$ cat config.mk
export PLATFORM = sky130hd
export DESIGN_NAME = cwp_guard
export DESIGN_NICKNAME = d
export VERILOG_FILES = /design/src/core/cwp_pkg.sv /design/src/core/cwp_guard.sv
export SDC_FILE = /design/constraint.sdc
export NUM_CORES = 1
export LEC_CHECK = 0
export BUFFER_PORTS_ARGS = -buffer_cell sky130_fd_sc_hd__buf_4
export CAP_MARGIN = 25
export CORE_UTILIZATION = 54
export DETAILED_ROUTE_END_ITERATION = 6
export GPL_TIMING_DRIVEN = 0
export MAX_ROUTING_LAYER = met4
export PLACE_DENSITY = 0.85
export SYNTH_ARGS = -nofsm -noshare
export SYNTH_HDL_FRONTEND = slang
export SYNTH_SLANG_ARGS = --single-unit
$ cat constraint.sdc
create_clock -name clock_i -period 4.2 [get_ports clock_i]
set_clock_uncertainty 0.15 [all_clocks]
set_input_delay 0 -clock clock_i [delete_from_list [all_inputs] [get_ports clock_i]]
set_output_delay 0 -clock clock_i [all_outputs]
set_load 0.01 [all_outputs]
$ cat src/core/cwp_pkg.sv
// constants for configuration word decode and code protection gating
package cwp_pkg;
    localparam int ADDR_W = 12;
    localparam int WORD_W = 12;
    localparam logic [11:0] CFG_ADDR = 12'hFFF;
    localparam logic [11:0] CFG_ERASED = 12'hFFF;
    localparam logic [11:0] OPEN_TOP = 12'h03F;
    localparam logic [11:0] PROT_LOW = 12'h040;
    localparam logic [11:0] ID_COUNT = 12'h004;
    localparam logic [11:0] ADDR_ONE = 12'h001;
    localparam logic [11:0] WORD_ZERO = 12'h000;
    localparam int BIT_RST_PIN = 4;
    localparam int BIT_CP_N = 3;
    localparam int BIT_WDT = 2;
    localparam int OSC_HI = 1;
    localparam int OSC_LO = 0;
    localparam logic [1:0] OSC_EXT_RC = 2'h3;
    localparam logic [1:0] OSC_INT_RC = 2'h2;
    localparam logic [1:0] OSC_XTAL = 2'h1;
    localparam logic [1:0] OSC_LOWPWR = 2'h0;
    typedef enum logic [3:0] {
        CWP_EXT_RC = 4'h1,
        CWP_INT_RC = 4'h2,
        CWP_XTAL = 4'h4,
        CWP_LOWPWR = 4'h8
    } cwp_osc_e;
endpackage

$ cat src/core/cwp_guard.sv
// configuration word store, decode and program memory protection gate
module cwp_guard #(
    parameter logic [11:0] MEM_TOP = 12'h1FF,
    parameter bit HAS_CAL = 1'b1
) (
    input wire logic clock_i,
    input wire logic sys_rst_i,
    input wire logic clk_en_i,
    input wire logic mode_entry_i,
    input wire logic addr_inc_i,
    input wire logic rd_req_i,
    input wire logic prog_req_i,
    input wire logic [cwp_pkg::WORD_W-1:0] prog_data_i,
    input wire logic [cwp_pkg::WORD_W-1:0] mem_rd_data_i,
    output logic [cwp_pkg::ADDR_W-1:0] addr_o,
    output logic [cwp_pkg::WORD_W-1:0] rd_data_o,
    output logic rd_valid_o,
    output logic mem_wr_o,
    output logic [cwp_pkg::WORD_W-1:0] mem_wr_data_o,
    output logic prog_blocked_o,
    output logic [cwp_pkg::WORD_W-1:0] config_word_o,
    output logic reset_pin_enable_o,
    output logic code_protect_o,
    output logic watchdog_enable_o,
    output logic [3:0] osc_select_o
);
    import cwp_pkg::*;

    // address group
    logic [ADDR_W-1:0] addr_q;
    logic [ADDR_W-1:0] addr_d;
    logic at_cfg_q;
    logic at_cfg_d;

    // read group
    logic [WORD_W-1:0] rdat_q;
    logic [WORD_W-1:0] rdat_d;
    logic rvld_q;
    logic rvld_d;

    // program group
    logic wr_q;
    logic wr_d;
    logic [WORD_W-1:0] wdat_q;
    logic [WORD_W-1:0] wdat_d;
    logic blk_q;
    logic blk_d;

    // config group
    logic [WORD_W-1:0] cfg_q;
    logic [WORD_W-1:0] cfg_d;

    // decode group
    logic rst_pin_q;
    logic rst_pin_d;
    logic cp_q;
    logic cp_d;
    logic wdt_q;
    logic wdt_d;
    cwp_osc_e osc_q;
    cwp_osc_e osc_d;

    // request qualifiers shared by the groups
    logic take_entry;
    logic take_inc;
    logic take_rd;
    logic take_prog;
    logic cfg_sel;
    logic in_prot;
    logic gated;
    logic at_wrap;
    logic [ADDR_W-1:0] cal_addr;
    logic [ADDR_W-1:0] id_last;

    // one request is taken per edge; lower priorities drop silently
    always_comb begin
        take_entry = mode_entry_i;
        take_inc = !mode_entry_i && addr_inc_i;
        take_rd = !mode_entry_i && !addr_inc_i && rd_req_i;
        take_prog = !mode_entry_i && !addr_inc_i && !rd_req_i && prog_req_i;
    end

    always_comb begin
        cal_addr = MEM_TOP;
        // ids sit just above the top word; the last one wraps the counter
        id_last = ADDR_W'(MEM_TOP + ID_COUNT);
        at_wrap = addr_q >= id_last;
        cfg_sel = at_cfg_q;
        in_prot = !cfg_sel && (addr_q >= PROT_LOW) && (addr_q <= MEM_TOP);
        if (HAS_CAL && (addr_q == cal_addr)) begin
            in_prot = 1'b0;
        end
        gated = in_prot && !cfg_q[BIT_CP_N];
    end

    // address counter
    always_comb begin
        addr_d = addr_q;
        at_cfg_d = at_cfg_q;
        if (take_entry) begin
            addr_d = CFG_ADDR;
            at_cfg_d = 1'b1;
        end else if (take_inc) begin
            at_cfg_d = 1'b0;
            if (at_cfg_q || at_wrap) begin
                addr_d = WORD_ZERO;
            end else begin
                addr_d = ADDR_W'(addr_q + ADDR_ONE);
            end
        end
    end

    always_ff @(posedge clock_i or posedge sys_rst_i) begin
        if (sys_rst_i) begin
            addr_q <= CFG_ADDR;
            at_cfg_q <= 1'b1;
        end else if (clk_en_i) begin
            addr_q <= addr_d;
            at_cfg_q <= at_cfg_d;
        end
    end

    // read data
    always_comb begin
        rdat_d = rdat_q;
        if (take_rd) begin
            if (cfg_sel) begin
                rdat_d = cfg_q;
            end else if (gated) begin
                rdat_d = WORD_ZERO;
            end else begin
                rdat_d = mem_rd_data_i;
            end
        end
    end

    // held until the next read so a slow programmer can still shift it out
    always_ff @(posedge clock_i or posedge sys_rst_i) begin
        if (sys_rst_i) begin
            rdat_q <= WORD_ZERO;
        end else if (clk_en_i) begin
            rdat_q <= rdat_d;
        end
    end

    // read strobe
    always_comb begin
        rvld_d = take_rd;
    end

    always_ff @(posedge clock_i or posedge sys_rst_i) begin
        if (sys_rst_i) begin
            rvld_q <= 1'b0;
        end else if (clk_en_i) begin
            rvld_q <= rvld_d;
        end
    end

    // write strobe and data towards the array
    always_comb begin
        wr_d = 1'b0;
        wdat_d = wdat_q;
        if (take_prog && !cfg_sel && !gated) begin
            wr_d = 1'b1;
            wdat_d = prog_data_i;
        end
    end

    always_ff @(posedge clock_i or posedge sys_rst_i) begin
        if (sys_rst_i) begin
            wr_q <= 1'b0;
            wdat_q <= WORD_ZERO;
        end else if (clk_en_i) begin
            wr_q <= wr_d;
            wdat_q <= wdat_d;
        end
    end

    // blocked strobe
    always_comb begin
        blk_d = take_prog && !cfg_sel && gated;
    end

    always_ff @(posedge clock_i or posedge sys_rst_i) begin
        if (sys_rst_i) begin
            blk_q <= 1'b0;
        end else if (clk_en_i) begin
            blk_q <= blk_d;
        end
    end

    // config word
    always_comb begin
        cfg_d = cfg_q;
        if (take_prog && cfg_sel) begin
            // otp cells only clear, so programming ands in the new word
            cfg_d = cfg_q & prog_data_i;
        end
    end

    // erased array holds ones, so reset is a stand-in for a blank part
    always_ff @(posedge clock_i or posedge sys_rst_i) begin
        if (sys_rst_i) begin
            cfg_q <= CFG_ERASED;
        end else if (clk_en_i) begin
            cfg_q <= cfg_d;
        end
    end

    // decoded fields lag the stored word by one cycle to keep outputs registered
    always_comb begin
        rst_pin_d = cfg_q[BIT_RST_PIN];
    end

    always_ff @(posedge clock_i or posedge sys_rst_i) begin
        if (sys_rst_i) begin
            rst_pin_q <= 1'b1;
        end else if (clk_en_i) begin
            rst_pin_q <= rst_pin_d;
        end
    end

    always_comb begin
        cp_d = !cfg_q[BIT_CP_N];
    end

    always_ff @(posedge clock_i or posedge sys_rst_i) begin
        if (sys_rst_i) begin
            cp_q <= 1'b0;
        end else if (clk_en_i) begin
            cp_q <= cp_d;
        end
    end

    always_comb begin
        wdt_d = cfg_q[BIT_WDT];
    end

    always_ff @(posedge clock_i or posedge sys_rst_i) begin
        if (sys_rst_i) begin
            wdt_q <= 1'b1;
        end else if (clk_en_i) begin
            wdt_q <= wdt_d;
        end
    end

    always_comb begin
        case ({cfg_q[OSC_HI], cfg_q[OSC_LO]})
            OSC_EXT_RC: osc_d = CWP_EXT_RC;
            OSC_INT_RC: osc_d = CWP_INT_RC;
            OSC_XTAL: osc_d = CWP_XTAL;
            default: osc_d = CWP_LOWPWR;
        endcase
    end

    always_ff @(posedge clock_i or posedge sys_rst_i) begin
        if (sys_rst_i) begin
            osc_q <= CWP_EXT_RC;
        end else if (clk_en_i) begin
            osc_q <= osc_d;
        end
    end

    assign addr_o = addr_q;
    assign rd_data_o = rdat_q;
    assign rd_valid_o = rvld_q;
    assign mem_wr_o = wr_q;
    assign mem_wr_data_o = wdat_q;
    assign prog_blocked_o = blk_q;
    assign config_word_o = cfg_q;
    assign reset_pin_enable_o = rst_pin_q;
    assign code_protect_o = cp_q;
    assign watchdog_enable_o = wdt_q;
    assign osc_select_o = osc_q;
endmodule

# Yosys cells after proc, flatten, opt, wreduce, memory -nomap -nowiden
# Index checks and enable logic that the tools add are counted.
[op_classes]
n_div = 0
n_addsub = 1
n_eq_ne = 4
muxes = 10
n_lt_le_gt_ge = 3
n_bitwise = 1
n_mul = 0
n_shift = 0
n_reduce_logical = 24
[op_table]
columns = ["cell", "count"]
rows = [
  ["2-to-1 mux 12 bit", 5],
  ["adder 12 x 1 -> 12 bit, second input constant", 1],
  ["bitwise AND 12 bit", 1],
  ["== test 12 x 9 -> 1 bit, second input constant", 1],
  [">= comparator 12 x 10 -> 1 bit, second input constant", 1],
  [">= comparator 12 x 7 -> 1 bit, second input constant", 1],
  ["less-or-equal comparator 12 x 9 -> 1 bit, second input constant", 1],
  ["logical AND 1 bit", 12],
  ["one-hot mux 4 bit (3 select lines)", 1],
  ["AND reduction 2 bit", 4],
  ["logical NOT 1 bit", 6],
  ["== test 2 bit, second input constant", 2],
  ["2-to-1 mux 1 bit", 4],
  ["== test 2 x 1 -> 1 bit, second input constant", 1],
  ["nonzero test 2 bit", 1],
  ["logical OR 1 bit", 1],
]
[word_totals]
regBits = 59
rom_bits = 0
mem_count = 0
mem_bits_rw = 0
latch_bits = 0

# Logic depth before layout (Yosys ltp)
# Gate-level depths: netlist of the first run.
[logic_depth]
depth_word = 8
mapped_depth = 6
ltp_nobuf = 5

# Least setup slack after synthesis of the first run
# OpenSTA, ideal clock, no wires.
[synth_path]
path_kind = "reg-to-reg"
start = "reg addr_q[0], in the netlist addr_o[0]"
end = "reg wdat_q[0], in the netlist mem_wr_data_o[0]"
slack_ps = 2288
n_path_buf = 1
arrival_ps = 1637
setup_time_ps = 125
period_less_slack_ps = 1912
stages_incl_launch_ff = 7
cell_sequence = "dfstp_2 > ha_1 > nand3_1 > nor3_4 > o21ai_4 > buf_8 > mux2_4"
[synth_via]
elab_chain_len = 8
[synth_lines]
columns = ["element", "line_no", "source"]
rows = [
  ["from (decl)", "cwp_guard.sv:30", "logic [ADDR_W-1:0] addr_q;"],
  ["from (signal assigned)", "cwp_guard.sv:118", "addr_q <= addr_d;"],
  [">= comparator 12 x 7 -> 1 bit", "cwp_guard.sv:89", "in_prot = !cfg_sel && (addr_q >= PROT_LOW) && (addr_q <= MEM_TOP);"],
  ["logical AND 1 bit (2 in series)", "cwp_guard.sv:89", ""],
  ["2-to-1 mux 1 bit (*)", "cwp_guard.sv:90", "if (HAS_CAL && (addr_q == cal_addr)) begin"],
  ["logical AND 1 bit (*)", "cwp_guard.sv:93", "gated = in_prot && !cfg_q[BIT_CP_N];"],
  ["logical NOT 1 bit (*)", "cwp_guard.sv:163", "if (take_prog && !cfg_sel && !gated) begin"],
  ["logical AND 1 bit (*)", "cwp_guard.sv:163", ""],
  ["AND reduction 2 bit (no line) (*)", "-", ""],
  ["to (signal assigned)", "cwp_guard.sv:175", "wdat_q <= wdat_d;"],
  ["to (decl)", "cwp_guard.sv:44", "logic [WORD_W-1:0] wdat_q;"],
]
# Mark *: on every way between the ends. The rest lies on a longest branch, timed or not.
# A chain may end at the register's enable or synchronous reset.

# Final worst setup path of the first run
[layout_path]
start = "reg at_cfg_q"
end = "reg rdat_q[4], in the netlist rd_data_o[4]"
[layout_via]
elab_chain_len = 7
[layout_lines]
columns = ["element", "line_no", "source"]
rows = [
  ["from (decl)", "cwp_guard.sv:32", "logic at_cfg_q;"],
  ["from (signal assigned)", "cwp_guard.sv:119", "at_cfg_q <= at_cfg_d;"],
  ["logical NOT 1 bit", "cwp_guard.sv:89", ""],
  ["logical AND 1 bit (2 in series)", "cwp_guard.sv:89", ""],
  ["2-to-1 mux 1 bit", "cwp_guard.sv:90", ""],
  ["logical AND 1 bit", "cwp_guard.sv:93", ""],
  ["2-to-1 mux 12 bit", "cwp_guard.sv:129", "end else if (gated) begin"],
  ["2-to-1 mux 12 bit (*)", "cwp_guard.sv:127", "if (cfg_sel) begin"],
  ["to (signal assigned)", "cwp_guard.sv:142", "rdat_q <= rdat_d;"],
  ["to (decl)", "cwp_guard.sv:36", "logic [WORD_W-1:0] rdat_q;"],
]
# Marks and branches as above.

==> results of run 1 <==
## per-layer routing
metal	share of wire	routed length [µm]	up-vias
met3	0.061	445	16
li1	-	-	1101
met1	0.40	2940	1172
met4	0.026	187	0
met2	0.51	3710	122
met5	0	0	-
## how the worst min path moves through the flow
stage / slack (ps) / start / cells after the start / to
floorplan: -20 / prog_data_i[1] / 2 / config_word_o[1]
global placement: 80 / prog_data_i[5] / 2 / config_word_o[5]
detailed placement: -110 / sys_rst_i / 2 / code_protect_o
CTS: 80 / addr_inc_i / 5 / addr_o[2]
global route: 130 / sys_rst_i / 3 / mem_wr_data_o[11]
finish: 90 / sys_rst_i / 3 / rd_data_o[11]
## cell usage in the layout, fill, tap and decap left out, types with 2 or more instances in the layout
cell,count
clkbuf_8,11
buf_4,89
dfrtp_1,31
mux2_4,9
nor2b_1,13
ha_1,2
o211ai_1,3
nor4_1,3
a31oi_1,14
o31ai_1,2
nor2_1,20
o21a_1,11
nand2_1,28
or4_1,2
dfstp_2,28
o21ai_0,22
clkbuf_1,8
inv_1,8
nor3_1,2
bufinv_16,2
nand3_1,6
mux2_2,5
dlygate4sd3_1,29
nor3_4,2
xnor2_1,6
o2bb2ai_1,2
## stage by stage
| step | std cells | area, µm² | worst slack (ps) |
|---|---|---|---|
| 2_1_floorplan | 243 | 2690 | 2290 |
| 3_3_place_gp | 398 | 3430 | 1920 |
| 3_5_place_dp | 399 | 3450 | 2120 |
| 4_1_cts | 443 | 3970 | 2110 |
| 5_1_grt | 443 | 3970 | 1910 |
| 6_report | 443 | 3970 | 2010 |
## final cells by class
cell class / instances / area, µm²
sequential: 59 / 1510
clock inverter: 4 / 73.8
clock buffer: 11 / 151
tap: 67 / 83.8
multi-input combinational: 161 / 1070
timing repair buffer: 118 / 971
buffer: 13 / 66.3
inverter: 10 / 37.5
fill: 277 / 788
## report_power, final
part / internal (µW) / switching, µW
combinational: 207 / 181
clock: 363 / 223
sequential: 661 / 64.1
## sequential cells by signal (all words and copies together) (netlist names), 4 cells and up
name           count
mem_wr_data_o     12
config_word_o     12
rd_data_o         12
addr_o            12
osc_select_o       4
## worst max-delay path, delay by kind of cell (launching register included)
family / cells / cell delay [ps]
buf+inv: 3 / 1030
flops: 1 / 510
compound gates: 1 / 280
simple gates: 1 / 110
## cells by family after synthesis
| kind of cell | Yosys count | synth area share |
|---|---|---|
| flip-flops | 59 | 0.563 |
| multiplexers | 14 | 0.0713 |
| AO/OA/AOI/OAI | 60 | 0.153 |
| AND/OR/NAND/NOR | 79 | 0.145 |
| buffers and inverters | 23 | 0.0387 |
| adder cells (fa/ha/maj) | 2 | 0.00931 |
| XOR/XNOR | 6 | 0.0196 |
## timing repair
action / 4_1_cts / 5_1_grt
setup buffers: 0 / 0
hold endpoints to repair: 87 / 0
hold buffers: 29 / 0
==> metrics.txt, run 1 <==
Reg clk slew, reported paths=approximately 70 ps; R2R setup slack=between 2000 and 2500 ps; # diodes=0; period utilization=0.521; GRT busiest layer=met2; row count=25; fmax=~460 MHz; count leader, synth=dfrtp_1; Vias=about 2400; Ys Warns=0; count of cell types in the netlist=37; area of the core=approximately 4800 µm²; total wire length=~7.3 mm; final core area utilization=0.834; post-synth top area share=0.289; CTS tree=yes; Async SR Flop Fraction=1.00; Clock Latency Late Sink=~330 ps; Post-Syn Nets=between 200 and 300; leak pwr=roughly 0.0018 µW; Avg Cell Area, Syn=roughly 11 µm²; # DRC=0; Design Power=1700 µW; Reg-to-Reg Start=at_cfg_q; Slew Viols, Final=0; Worst EP arrival=around 2300 ps; largest net degree at the start of global routing=40; GR Util met1=0.388; Post-synth EDFFs=0; Synth Register Bits=between 50 and 60; crit path cell chain=buf_4 > clkbuf_1 > buf_1 > nand2_1 > a31oi_1; CP max stage delay=510 ps; worst flop-to-flop path endpoint=rd_data_o[4]; crit path from=at_cfg_q; vias in the first global route=~2300; Synth Flop Type=dfrtp_1; RSZ-0062 raised after global routing=false; final count of negative-setup-slack endpoints=0; first-pass GRT wire length=around 12 mm; met2 Use GR=0.494; Clock Tree Buf Depth=2; Hold Path Class=in2async; Initial Util=0.565; grt ovf=0; Die Area=roughly 5300 µm²; met3 GRT Util=0.0694; gp weighted congestion=between 0.8 and 0.9; Yosys top cell by area=dfrtp_1; Num CTS Buffers=9; share of layout cells above drive strength 1=0.418; DP HPWL=between 4 and 5 mm; wire per inst=around 16 µm; Final Hold Fails=0; worst path required time=4280 ps; Post-CTS Resized=0; worst setup path end=rd_data_o[4]; Critical-path top delay cell=dfstp_2; clk sink count=59; Die Y=72.5 µm; vias per cell=5.44; register area share after synthesis=0.563; peak supply drop=approximately 260 µV; outcome=completed; synth-to-layout area growth=47.6%; sum of negative setup slack=0 ps; DRT iter0 DRCs=approximately 160; crit start category=flop; initial antenna violation count=0; Critical Path End Type=flop; # IOs=around 90; post-route antenna net violation count=0; Slew HR=0.588; cell count after synthesis=between 200 and 250; Hold WS=86.2 ps; Clock H-tree levels=3; largest cells by area after synthesis=dfrtp_1 29%, dfstp_2 27%, mux2_4 5.0%, o21ai_0 4.1%, nand2_1 3.9%; Initial DRT Pass Iterations=4; power density over the cells=around 430 nW/µm²; CP Class=reg2reg; root buf cell=clkbuf_8; die width=about 73 µm; critical path peak fanout=10; crit path time final=approximately 2200 ps; GRT Total Usage=0.312; FF-to-FF path depth=5; Final nets=about 410; list of most frequent post-synthesis cells=31 x dfrtp_1, 28 x dfstp_2, 28 x nand2_1; Mapped Area=about 2700 µm²; Buffers on Ports=88; max cap viols=0; worst-margin pin slew=617 ps
(Power assumes the default switching activity.)
==> run 2, diff against run 1 <==
- CORE_UTILIZATION: 54 -> 45
- PLACE_DENSITY: 0.85 -> 0.75
- clock period: 4.2 -> 1.8 ns (I/O delays scaled with it)
==> metrics.txt, run 2 (synthesis gave the netlist of run 1 again) <==
post-route antenna net violation count=0; R2R setup slack=-60 ps; DRT iter0 DRCs=96; Clock H-tree levels=3; fmax=~540 MHz; largest net degree at the start of global routing=36; worst flop-to-flop path endpoint=mem_wr_data_o[0]; vias in the first global route=2152; Seq pwr share=0.457; WHS Endpoint=config_word_o[11]; Reg clk slew, reported paths=around 70 ps; CP max stage delay=560 ps; period utilization=1.03; crit path cell chain=ha_4 > nand3_4 > nor3_4 > o21ai_4 > buf_12 > mux2_4; Clock Tree Buf Depth=2; critical path peak fanout=10; Final nets=418; leak pwr=roughly 0.0019 µW; Design Power=between 3000 and 4000 µW; Gate power share=0.263; vias per cell=between 5 and 6; power density over the cells=909 nW/µm²; peak supply drop=around 480 µV; Initial Util=0.476; max cap viols=0; area of the core=roughly 5600 µm²; Vias=around 2400; Slew Viols, Final=0; violated checks=negative hold slack, negative setup slack; Top Family by Delay on Critical Path=flip-flops; # diodes=0; FF-to-FF path depth=6; Fill cells=between 400 and 500; root buf cell=clkbuf_8; DP HPWL=4.76 mm; Psw=about 1100 µW; Clock power frac=0.279; Worst EP arrival=between 1500 and 2000 ps; switching share of total power=0.297; RSZ-0062 raised after global routing=true; initial antenna violation count=0; gp weighted congestion=between 0.9 and 1; worst-margin pin slew=around 550 ps; crit path time final=around 1900 ps; WHS Path Cells=4; Critical-path top delay cell=dfstp_2; clk sink count=slightly below 60; most common cell after layout, fill and taps aside=buf_4; Die Y=between 70 and 80 µm; Critical Path End Type=flop; crit start category=flop; Slew HR=0.635; sum of negative setup slack=-547 ps; CP Class=reg2reg; first-pass GRT wire length=approximately 11 mm; Die Area=6280 µm²; wire per inst=15.9 µm; Hold WS=-27.5 ps; Clock Latency Late Sink=between 300 and 400 ps; GRT Total Usage=0.242; CTS tree=yes; Hold Path Class=in2reg; final worst slack=-62.4 ps; share of layout cells above drive strength 1=0.463; grt ovf=0; final count of negative-setup-slack endpoints=14; most frequent cells in the layout=104 x buf_4, 31 x dfrtp_1, 28 x dfstp_2, 28 x dlygate4sd3_1, 27 x nand2_1; Reg-to-Reg Start=addr_o[1]; Initial DRT Pass Iterations=4; synth-to-layout area growth=52.2%; total wire length=~7.3 mm; Buffers on Ports=88; # IOs=89; die width=about 80 µm; Final Hold Fails=2; Int Pwr=around 2600 µW; # DRC=0; outcome=finished with violations; Buf+Inv Stages, Crit Path=1; Hold Crit Start=addr_inc_i; row count=27; worst path required time=between 1500 and 2000 ps; Num CTS Buffers=9
## run 2: cell types whose count changed in the layout (fill, tap and decap cells not counted), sizes merged
cell         before  now
buf              93  109
bufinv            2    0
clkbuf           20   19
clkinvlp          0    1
dlygate4sd3      29   28
## run 2: what timing repair did
item	4_1_cts	5_1_grt
gates resized for setup	10	17
pin swaps	4	7
hold buffers	28	0
hold endpoints to repair	78	0
endpoints found under the setup margin	34	35
setup buffers	7	9
## run 2: how the worst max path moves through the flow
stage | cells after the start | slack (ps) | to | start
after floorplan | 6 | -50 | mem_wr_data_o[0] | addr_o[0]
after global placement | 2 | -530 | mem_wr_data_o[4] | sys_rst_i
after detailed placement | 5 | -270 | rd_data_o[1] | at_cfg_q
after CTS | 6 | -160 | mem_wr_data_o[0] | addr_o[0]
after global routing | 5 | -110 | mem_wr_data_o[1] | addr_o[6]
final | 6 | -60 | mem_wr_data_o[0] | addr_o[1]
## run 2: cell type report
| type | instances | area (µm²) | area share |
|---|---|---|---|
| clock inverters | 3 | 17.5 | 0.00428 |
| clock buffers | 12 | 145 | 0.0355 |
| flip-flops and latches | 59 | 1510 | 0.370 |
| inverters | 10 | 37.5 | 0.00918 |
| repair buffers | 133 | 1080 | 0.265 |
| multi-input cells | 161 | 1130 | 0.277 |
| well taps | 72 | 90.1 | 0.0220 |
| plain buffers | 11 | 68.8 | 0.0168 |
## run 2: metrics by stage
step	worst slack (ps)	hold slack [ps]	utilization	instance area, µm²	std cells
floorplan	-54.5	-22.1	-	2710	243
global placement	-527	78.6	0.613	3460	403
detailed placement	-274	-70.6	0.617	3480	404
CTS	-163	-37.2	0.707	3990	453
global route	-115	14.9	0.725	4090	461
finish	-62.4	-27.5	0.725	4090	461
## run 2: layer usage
layer / GRT usage / vias up / wire length [µm]
li1: - / 1132 / -
met1: 0.331 / 1155 / 3280
met2: 0.364 / 81 / 3570
met3: 0.0460 / 9 / 368
met4: 0.0818 / 0 / 96
met5: - / - / 0
## run 2: power by group through the flow
stage                     combinational, µW  clock [µW]  sequential, µW
after floorplan                         344           0            1770
after global placement                  823           0            1700
after detailed placement                847           0            1710
after CTS                               919        1040            1700
after global routing                   1050        1110            1720
final                                   979        1040            1700
## run 2: worst register-to-register path: cells and delay by family, from the launching register on
kind | cells | cell delay (ps)
AOI/OAI and AO/OA | 1 | 100
adders and majority gates | 1 | 160
buffers and inverters | 1 | 170
DFF | 1 | 560
muxes | 1 | 300
and+or+nand+nor | 2 | 300
